File: config.mk
export PLATFORM = sky130hd
export DESIGN_NAME = atl_alarm_top
export DESIGN_NICKNAME = d
export VERILOG_FILES = /design/src/rtl/atl_run_counter.v /design/src/rtl/atl_alarm_latch.v /design/src/rtl/atl_alarm_top.v
export VERILOG_INCLUDE_DIRS = /design/src /design/src/common
export SDC_FILE = /design/constraint.sdc
export NUM_CORES = 1
export LEC_CHECK = 0
export BUFFER_PORTS_ARGS = -buffer_cell sky130_fd_sc_hd__buf_2
export CAP_MARGIN = 20
export CORE_UTILIZATION = 60
export CTS_BUF_LIST = sky130_fd_sc_hd__clkbuf_2
export CTS_CLUSTER_SIZE = 16
export DETAILED_ROUTE_END_ITERATION = 6
export GPL_ROUTABILITY_DRIVEN = 1
export GPL_TIMING_DRIVEN = 0
export PLACE_DENSITY = 0.86
export SLEW_MARGIN = 30
export SYNTH_ARGS = -nofsm -noshare
export SYNTH_HDL_FRONTEND = slang
export SYNTH_HIERARCHICAL = 1
export SYNTH_SLANG_ARGS = --single-unit
File: constraint.sdc
create_clock -name ref_clk -period 6.8 [get_ports ref_clk]
set_input_delay 1.7 -clock ref_clk [delete_from_list [all_inputs] [get_ports ref_clk]]
set_output_delay 1.7 -clock ref_clk [all_outputs]
set_load 0.01 [all_outputs]
File: src/common/atl_consts.vh
// Constants for the alarm threshold logic: register offsets, field
// positions, reset values and compare scaling.
// Assumes a register port with word offsets and 16-bit data words.
//
// Operation
// - Unlatched alert follows its cause only
// - Latched alert holds until matching read
// - Switch mode overrides interrupt functions and trigger
// - Switch mode drives alert from axis limits
// - Status flags raise alert when enabled
// - Finished conversion set raises alert when enabled
// - Alert after run length plus one crossings
// - Temperature crossings raise alert when enabled
// - Per-axis enables gate X, Y, Z crossings
// - Limits: high bits 15-8, low 7-0, signed
// - Limit scaled by full-scale range over 128
// - Reset limits are 7Dh high, 83h low
// - Axis compare runs only when check enabled
// - Range code 3 behaves as code 0
`ifndef ATL_CONSTS_VH
`define ATL_CONSTS_VH

// ************************************************************
// Register offsets
// ************************************************************
`define ATL_OFS_SETUP 4'h3
`define ATL_OFS_XLIM 4'h4
`define ATL_OFS_YLIM 4'h5

// ************************************************************
// Reset values and write masks
// ************************************************************
`define ATL_SETUP_RST 16'h0000
`define ATL_SETUP_WMASK 16'h393F
`define ATL_LIM_RST 16'h7D83

// ************************************************************
// Field positions of the alarm setup register
// ************************************************************
`define ATL_B_LATCH 13
`define ATL_B_MODE 12
`define ATL_B_FLAG_EN 11
`define ATL_B_DONE_EN 8
`define ATL_B_RUN_HI 5
`define ATL_B_RUN_LO 4
`define ATL_B_TEMP_EN 3
`define ATL_B_Z_EN 2
`define ATL_B_Y_EN 1
`define ATL_B_X_EN 0

// ************************************************************
// Limit fields and range codes
// ************************************************************
`define ATL_HI_MSB 15
`define ATL_HI_LSB 8
`define ATL_LO_MSB 7
`define ATL_LO_LSB 0
`define ATL_RNG_MID 2'h0
`define ATL_RNG_LOW 2'h1
`define ATL_RNG_HIGH 2'h2
// Limit shift for each range, full scale of the widest range = 2^15
`define ATL_SH_MID 7
`define ATL_SH_LOW 6
`define ATL_SH_HIGH 8
// Temperature limit sits on the upper byte of the result
`define ATL_SH_TEMP 8
`define ATL_CH_NUM 4

`endif

File: src/rtl/atl_run_counter.v
// Per-channel limit compare with consecutive-crossing run counter.
// Assumes result_vld is a one-cycle pulse per new conversion result
// and limits already scaled to the result's units.
`include "atl_consts.vh"

module atl_run_counter (
	// Clock and reset
	input wire ref_clk,
	input wire srst,
	// Compare inputs
	input wire check_en,
	input wire [1:0] run_len,
	input wire result_vld,
	input wire signed [16:0] result,
	input wire signed [16:0] hi_lim,
	input wire signed [16:0] lo_lim,
	// Channel condition
	output wire hit
);

	reg [1:0] run_r;
	reg [1:0] run_nxt;
	reg hit_r;
	reg hit_nxt;
	wire outside;

	// Strictly above high or below low counts as a crossing
	assign outside = (result > hi_lim) || (result < lo_lim);

	// Counter saturates so a long run keeps the condition present
	always @* begin
		run_nxt = run_r;
		hit_nxt = hit_r;
		if (!check_en) begin
			run_nxt = 2'h0;
			hit_nxt = 1'b0;
		end else if (result_vld) begin
			if (!outside) begin
				run_nxt = 2'h0;
				hit_nxt = 1'b0;
			end else begin
				if (run_r != run_len)
					run_nxt = run_r + 2'h1;
				hit_nxt = (run_r == run_len);
			end
		end
	end

	// Run state
	always @(posedge ref_clk) begin
		if (srst) begin
			run_r <= 2'h0;
			hit_r <= 1'b0;
		end else begin
			run_r <= run_nxt;
			hit_r <= hit_nxt;
		end
	end

	assign hit = hit_r;

endmodule

File: src/rtl/atl_alarm_latch.v
// Alert source holder: follows its cause, or holds it until cleared.
// Assumes clr is a one-cycle pulse from a register read.
`include "atl_consts.vh"

module atl_alarm_latch (
	// Clock and reset
	input wire ref_clk,
	input wire srst,
	// Source control
	input wire latch_en,
	input wire src,
	input wire clr,
	// Held source
	output wire active
);

	reg held_r;
	reg held_nxt;

	// A cause present in the clearing cycle wins over the clear
	always @* begin
		held_nxt = held_r;
		if (clr)
			held_nxt = 1'b0;
		if (src)
			held_nxt = 1'b1;
		if (!latch_en)
			held_nxt = 1'b0;
	end

	// Sticky state
	always @(posedge ref_clk) begin
		if (srst)
			held_r <= 1'b0;
		else
			held_r <= held_nxt;
	end

	// Unlatched mode shows the live cause
	assign active = latch_en ? (held_r | src) : src;

endmodule

File: src/rtl/atl_alarm_top.v
// Alarm threshold logic: setup and X/Y limit registers, per-channel
// limit checks, alert source combination and the alert pin.
// Assumes register accesses, results and flags are synchronous to
// ref_clk; Z and temperature limits, ranges and check enables come
// from neighbouring registers as plain inputs.
`include "atl_consts.vh"

module atl_alarm_top (
	// Clock and reset
	input wire ref_clk,
	input wire srst,
	// Register port
	input wire [3:0] reg_addr,
	input wire reg_wr,
	input wire reg_rd,
	input wire [15:0] reg_wdata,
	output wire [15:0] reg_rdata,
	output wire reg_hit,
	// Neighbouring configuration
	input wire [15:0] z_field_limits,
	input wire [15:0] t_field_limits,
	input wire [1:0] x_range,
	input wire [1:0] y_range,
	input wire [1:0] z_range,
	input wire x_limit_check_en,
	input wire y_limit_check_en,
	input wire z_limit_check_en,
	// Conversion results
	input wire x_result_vld,
	input wire y_result_vld,
	input wire z_result_vld,
	input wire t_result_vld,
	input wire [15:0] x_result,
	input wire [15:0] y_result,
	input wire [15:0] z_result,
	input wire [15:0] t_result,
	input wire set_done,
	// Status flags and clearing reads
	input wire front_end_flags_any,
	input wire system_flags_any,
	input wire front_end_flags_rd,
	input wire system_flags_rd,
	input wire result_rd,
	// Alert pin and state
	output wire alert_n,
	output wire alert_trig_en,
	output wire [3:0] limit_hits
);

	// ************************************************************
	// Register storage
	// ************************************************************
	reg [15:0] alarm_setup_r;
	reg [15:0] x_field_limits_r;
	reg [15:0] y_field_limits_r;
	reg [15:0] rdata_r;
	reg [15:0] rdata_nxt;
	reg hit_r;
	reg hit_nxt;
	reg alert_n_r;
	reg alert_n_nxt;
	reg done_r;

	wire latch_en;
	wire switch_mode;
	wire flag_alarm_en;
	wire done_alarm_en;
	wire [1:0] crossing_run_len;
	wire temp_limit_alarm_en;
	wire x_limit_alarm_en;
	wire y_limit_alarm_en;
	wire z_limit_alarm_en;

	wire wr_setup;
	wire wr_x;
	wire wr_y;

	// Address decode
	assign wr_setup = reg_wr && (reg_addr == `ATL_OFS_SETUP);
	assign wr_x = reg_wr && (reg_addr == `ATL_OFS_XLIM);
	assign wr_y = reg_wr && (reg_addr == `ATL_OFS_YLIM);

	// Register writes; reserved setup bits never store
	always @(posedge ref_clk) begin
		if (srst) begin
			alarm_setup_r <= `ATL_SETUP_RST;
			x_field_limits_r <= `ATL_LIM_RST;
			y_field_limits_r <= `ATL_LIM_RST;
		end else begin
			if (wr_setup)
				alarm_setup_r <= reg_wdata & `ATL_SETUP_WMASK;
			if (wr_x)
				x_field_limits_r <= reg_wdata;
			if (wr_y)
				y_field_limits_r <= reg_wdata;
		end
	end

	// Read mux, registered so data comes one cycle after the strobe
	always @* begin
		rdata_nxt = rdata_r;
		hit_nxt = 1'b0;
		if (reg_rd) begin
			hit_nxt = 1'b1;
			case (reg_addr)
				`ATL_OFS_SETUP: rdata_nxt = alarm_setup_r;
				`ATL_OFS_XLIM: rdata_nxt = x_field_limits_r;
				`ATL_OFS_YLIM: rdata_nxt = y_field_limits_r;
				default: begin
					rdata_nxt = 16'h0000;
					hit_nxt = 1'b0;
				end
			endcase
		end
	end

	// Read data holds until the next read
	always @(posedge ref_clk) begin
		if (srst) begin
			rdata_r <= 16'h0000;
			hit_r <= 1'b0;
		end else begin
			rdata_r <= rdata_nxt;
			hit_r <= hit_nxt;
		end
	end

	assign reg_rdata = rdata_r;
	assign reg_hit = hit_r;

	// ************************************************************
	// Setup fields
	// ************************************************************
	assign latch_en = alarm_setup_r[`ATL_B_LATCH];
	assign switch_mode = alarm_setup_r[`ATL_B_MODE];
	assign flag_alarm_en = alarm_setup_r[`ATL_B_FLAG_EN];
	assign done_alarm_en = alarm_setup_r[`ATL_B_DONE_EN];
	assign crossing_run_len = alarm_setup_r[`ATL_B_RUN_HI:`ATL_B_RUN_LO];
	assign temp_limit_alarm_en = alarm_setup_r[`ATL_B_TEMP_EN];
	assign z_limit_alarm_en = alarm_setup_r[`ATL_B_Z_EN];
	assign y_limit_alarm_en = alarm_setup_r[`ATL_B_Y_EN];
	assign x_limit_alarm_en = alarm_setup_r[`ATL_B_X_EN];

	// Switch mode disables the alert-pin conversion trigger
	assign alert_trig_en = ~switch_mode;

	// ************************************************************
	// Limit scaling
	// ************************************************************
	// Results are taken in units where the widest range spans the
	// full 16-bit code, so narrower ranges shift the limit less.
	function signed [16:0] atl_scale;
		input [7:0] lim;
		input [1:0] rng;
		reg signed [16:0] ext;
		begin
			ext = {{9{lim[7]}}, lim};
			case (rng)
				`ATL_RNG_LOW: atl_scale = ext <<< `ATL_SH_LOW;
				`ATL_RNG_HIGH: atl_scale = ext <<< `ATL_SH_HIGH;
				`ATL_RNG_MID: atl_scale = ext <<< `ATL_SH_MID;
				default: atl_scale = ext <<< `ATL_SH_MID;
			endcase
		end
	endfunction

	// Per-channel vectors: index 0 X, 1 Y, 2 Z, 3 temperature
	wire [15:0] lim_w [0:3];
	wire [1:0] rng_w [0:3];
	wire [15:0] res_w [0:3];
	wire [3:0] vld_w;
	wire [3:0] chk_w;
	wire [3:0] alarm_en_w;
	wire [3:0] hit_w;

	assign lim_w[0] = x_field_limits_r;
	assign lim_w[1] = y_field_limits_r;
	assign lim_w[2] = z_field_limits;
	assign lim_w[3] = t_field_limits;
	assign rng_w[0] = x_range;
	assign rng_w[1] = y_range;
	assign rng_w[2] = z_range;
	assign rng_w[3] = `ATL_RNG_MID;
	assign res_w[0] = x_result;
	assign res_w[1] = y_result;
	assign res_w[2] = z_result;
	assign res_w[3] = t_result;
	assign vld_w = {t_result_vld, z_result_vld, y_result_vld, x_result_vld};
	// Temperature has no check enable of its own; its alarm bit gates it
	assign chk_w = {temp_limit_alarm_en, z_limit_check_en, y_limit_check_en, x_limit_check_en};
	assign alarm_en_w = {temp_limit_alarm_en, z_limit_alarm_en, y_limit_alarm_en, x_limit_alarm_en};

	// ************************************************************
	// Channel compares
	// ************************************************************
	genvar gi;
	generate
		for (gi = 0; gi < `ATL_CH_NUM; gi = gi + 1) begin : g_ch
			wire signed [16:0] hi_s;
			wire signed [16:0] lo_s;
			wire signed [16:0] res_s;
			if (gi == 3) begin : g_temp
				// Temperature limit lands on the result's upper byte
				assign hi_s = {{9{lim_w[gi][`ATL_HI_MSB]}}, lim_w[gi][`ATL_HI_MSB:`ATL_HI_LSB]} <<< `ATL_SH_TEMP;
				assign lo_s = {{9{lim_w[gi][`ATL_LO_MSB]}}, lim_w[gi][`ATL_LO_MSB:`ATL_LO_LSB]} <<< `ATL_SH_TEMP;
			end else begin : g_mag
				assign hi_s = atl_scale(lim_w[gi][`ATL_HI_MSB:`ATL_HI_LSB], rng_w[gi]);
				assign lo_s = atl_scale(lim_w[gi][`ATL_LO_MSB:`ATL_LO_LSB], rng_w[gi]);
			end
			assign res_s = {res_w[gi][15], res_w[gi]};
			atl_run_counter u_run (
				.ref_clk(ref_clk),
				.srst(srst),
				.check_en(chk_w[gi]),
				.run_len(crossing_run_len),
				.result_vld(vld_w[gi]),
				.result(res_s),
				.hi_lim(hi_s),
				.lo_lim(lo_s),
				.hit(hit_w[gi])
			);
		end
	endgenerate

	assign limit_hits = hit_w;

	// ************************************************************
	// Alert sources
	// ************************************************************
	wire thr_src;
	wire flag_src;
	wire done_src;
	wire thr_act;
	wire flag_act;
	wire done_act;
	wire sw_src;

	// Conversion set finished: level until the results are read
	always @(posedge ref_clk) begin
		if (srst)
			done_r <= 1'b0;
		else if (set_done)
			done_r <= 1'b1;
		else if (result_rd)
			done_r <= 1'b0;
	end

	// Enabled limit crossings, temperature included
	assign thr_src = |(hit_w & alarm_en_w);
	assign flag_src = flag_alarm_en && (front_end_flags_any || system_flags_any);
	assign done_src = done_alarm_en && (done_r || set_done);

	// Switch output uses magnetic axes only and never latches
	assign sw_src = |(hit_w[2:0] & alarm_en_w[2:0]);

	atl_alarm_latch u_thr (
		.ref_clk(ref_clk),
		.srst(srst),
		.latch_en(latch_en),
		.src(thr_src),
		.clr(result_rd),
		.active(thr_act)
	);

	atl_alarm_latch u_flag (
		.ref_clk(ref_clk),
		.srst(srst),
		.latch_en(latch_en),
		.src(flag_src),
		.clr(front_end_flags_rd | system_flags_rd),
		.active(flag_act)
	);

	atl_alarm_latch u_done (
		.ref_clk(ref_clk),
		.srst(srst),
		.latch_en(latch_en),
		.src(done_src),
		.clr(result_rd),
		.active(done_act)
	);

	// ************************************************************
	// Alert pin
	// ************************************************************
	// Registered so the pin never glitches on decode paths
	always @* begin
		if (switch_mode)
			alert_n_nxt = ~sw_src;
		else
			alert_n_nxt = ~(thr_act | flag_act | done_act);
	end

	always @(posedge ref_clk) begin
		if (srst)
			alert_n_r <= 1'b1;
		else
			alert_n_r <= alert_n_nxt;
	end

	assign alert_n = alert_n_r;

endmodule

==> results.json <==
{
  "synth_seq_area_share": 0.191,
  "cts_tree": "done",
  "die_y_um": 117,
  "fin_crit_sh": 0.605,
  "rrSetupSlack_ns": 4.19,
  "cp_max_fo": 10,
  "fin_crit_ns": 4.11,
  "gp_congestion": 0.961,
  "min_path_type": "reg -> reg",
  "viasPerCell": 5.73,
  "crit_path_end_kind": "flip-flop",
  "first_iter_violations": 759,
  "ir_drop_uv": 92.4,
  "synth_area_leaders": "ha_1, dfxtp_1, inv_1",
  "status": "finished, final reports clean",
  "synth_top_area_cell": "ha_1",
  "cts_hold_buf": 0,
  "fin_ws_ns": 2.69,
  "clk_pin_slew_ns": 0.23,
  "synth.most_common_cell": "inv_1",
  "slew_headroom": 0.651,
  "synth_flop_cell": "dfxtp_1",
  "rows": 41,
  "io_pins": 162,
  "hold_violations": 0,
  "async_flop_share": 0,
  "drc_errors": 0,
  "ys_seq_elements": 76,
  "worstPathRequired_ns": 7.29,
  "h-tree-depth": 3,
  "portBuffers": 160,
  "core-area_sq_mm": 0.0128,
  "gr-total-overflow": 0,
  "dp_hpwl_um": 16900,
  "syn_to_final_growth_pct": 16.8,
  "numCtsBuffers": 9,
  "final-setup-viol-count": 0,
  "pre_cts_slack_ns": 2.13,
  "yosysUniqueCellTypes": 58,
  "skew_ns": 0.0378,
  "antenna_found_initial": 0,
  "crit_path_start_kind": "input pin",
  "p_leak_nw": 4.59,
  "tns_ns": 0,
  "initial_core_util": 0.624,
  "critical_path_class": "in -> reg",
  "syn_avg_cell_area_sq_um": 7.68,
  "dr.pass1.iters": 5,
  "clockBufferDepth": 2,
  "nets": 1536,
  "antenna_cells": 0,
  "dpl.cell_count": 1420,
  "yosys.area.top_type_share": 0.217,
  "post-cts-setup-buffers": 0,
  "track_usage": 0.302,
  "grt_pass1_wl_um": 33000,
  "cts_resized": 0,
  "vias": 8233,
  "synthCells": 1037,
  "ys_warn_count": 6,
  "fmax_ghz": 0.243,
  "ant_nets": 0,
  "fill_cells": 1101,
  "worst_slew_pin_slew_ns": 0.523,
  "drive_gt1_frac": 0.173,
  "synth_edf_count": 0,
  "clk_latency_ns": 0.58,
  "wl_per_cell_um": 14.4,
  "synth_common_cells": "inv_1, ha_1, o21ai_0",
  "routed_wl_um": 20700,
  "fin_cells": 1436,
  "drv_cap": 0,
  "syn_area_sq_mm": 0.00797,
  "cp.arrival_ns": 4.60,
  "cts.sinks": 76,
  "final_max_slew_viol_count": 0,
  "grt_max_degree": 16,
  "cts_root_buf": "clkbuf_2",
  "die_x_um": 117,
  "fp.dieArea_sq_mm": 0.0137,
  "rsz0062_at_grt": "false",
  "p_per_area_mw_per_mm2": 122,
  "grt_pass1_vias": 7284
}
[path summary, 6_finish.rpt]
| path | endpoint | startpoint | cells after the start |
|---|---|---|---|
| worst max-delay path | g_ch[1].u_run/run_r[1]$_SDFFE_PP0P_ | y_range[1] | 16 |
| worst min-delay path | reg_rdata[10]$_SDFFE_PP0P_ | reg_rdata[10]$_SDFFE_PP0P_ | 2 |
| worst max register to register | g_ch[0].u_run/run_r[1]$_SDFFE_PP0P_ | x_field_limits_r[6]$_SDFFE_PP0P_ | 10 |
| worst min register to register | reg_rdata[10]$_SDFFE_PP0P_ | reg_rdata[10]$_SDFFE_PP0P_ | 2 |
[per-layer routing]
metal / wire [um] / track usage / vias up
met3: 1590 / 0.0587 / 50
met1: 9120 / 0.390 / 3728
met2: 9340 / 0.503 / 320
met5: 0 / 0 / -
li1: - / - / 4135
met4: 602 / 0.104 / 0
[registers in the layout (all words and copies together) (netlist names)]
| name | cells |
|---|---|
| done_r | 1 |
| u_done/held_r | 1 |
| u_flag/held_r | 1 |
| g_ch.u_run/hit | 4 |
| g_ch.u_run/run_r | 8 |
| y_field_limits_r | 16 |
| alert_n | 1 |
| reg_hit | 1 |
| u_thr/held_r | 1 |
| alarm_setup_r | 10 |
| x_field_limits_r | 16 |
| reg_rdata | 16 |
[layout by cell type (no fill, tap or decap), types with 6 or more instances in the layout]
cell type / instances
and3_1: 17
xor2_1: 8
nor2_1: 14
buf_2: 164
a211o_1: 23
ha_1: 138
conb_1: 52
a22oi_1: 56
nand2_1: 87
nor2b_1: 9
and3b_1: 25
o211ai_1: 12
mux2i_1: 10
a22o_1: 8
a211oi_1: 16
clkbuf_2: 9
inv_1: 157
clkbuf_1: 28
a21o_1: 8
and2_1: 6
nor3b_1: 9
nand4_1: 24
dfxtp_1: 76
nand3_1: 40
nand2b_1: 16
a21oi_1: 73
o21ai_0: 97
[power by group]
part           leakage (nW)  switching [W]  total [W]  internal [W]
Combinational          3.90       0.000231   0.000403      0.000171
Sequential            0.615     0.00000916   0.000462      0.000453
Clock                0.0715       0.000182   0.000274     0.0000911
Total                  4.59       0.000423    0.00114      0.000716
[worst max-delay path, cell delays in order]
cell	delay [ns]
buf_2	0.11
inv_1	0.05
ha_1	0.13
clkbuf_1	0.27
clkbuf_1	0.38
a22oi_1	0.11
o21ai_0	0.22
inv_1	0.07
ha_1	0.29
a21oi_1	0.15
nor2_1	0.05
a211oi_1	0.32
o211ai_1	0.13
mux2i_1	0.30
o211ai_1	0.16
a31oi_1	0.17
[logic make-up after synthesis]
group                    after synthesis  synth area share
multiplexers                          10            0.0126
AO/OA/AOI/OAI                        334             0.276
buffers and inverters                199            0.0996
flip-flops                            76             0.191
AND/OR/NAND/NOR                      271             0.195
adder cells (fa/ha/maj)              138             0.217
XOR/XNOR                               8           0.00880
other                                  1          0.000471
[final cells by class]
| type | count | area [sq um] | area share |
|---|---|---|---|
| well taps | 172 | 215 | 0.0231 |
| multi-input cells | 813 | 5840 | 0.628 |
| inverters | 158 | 593 | 0.0638 |
| plain buffers | 41 | 200 | 0.0215 |
| repair buffers | 160 | 801 | 0.0861 |
| clock inverters | 7 | 82.6 | 0.00888 |
| flip-flops and latches | 76 | 1520 | 0.164 |
| clock buffers | 9 | 45.0 | 0.00484 |
[stage by stage]
stage / cell area, sq um / total power [W] / util / hold WS [ns]
floorplan: 8160 / 0.000736 / - / 0.452
global placement: 9170 / 0.000855 / 0.718 / 0.431
detailed placement: 9170 / 0.000867 / 0.718 / 0.443
CTS: 9300 / 0.00113 / 0.728 / 0.483
global route: 9300 / 0.00122 / 0.728 / 0.501
finish: 9300 / 0.00114 / 0.728 / 0.476
No activity file was read; power rests on OpenSTA's default activity.
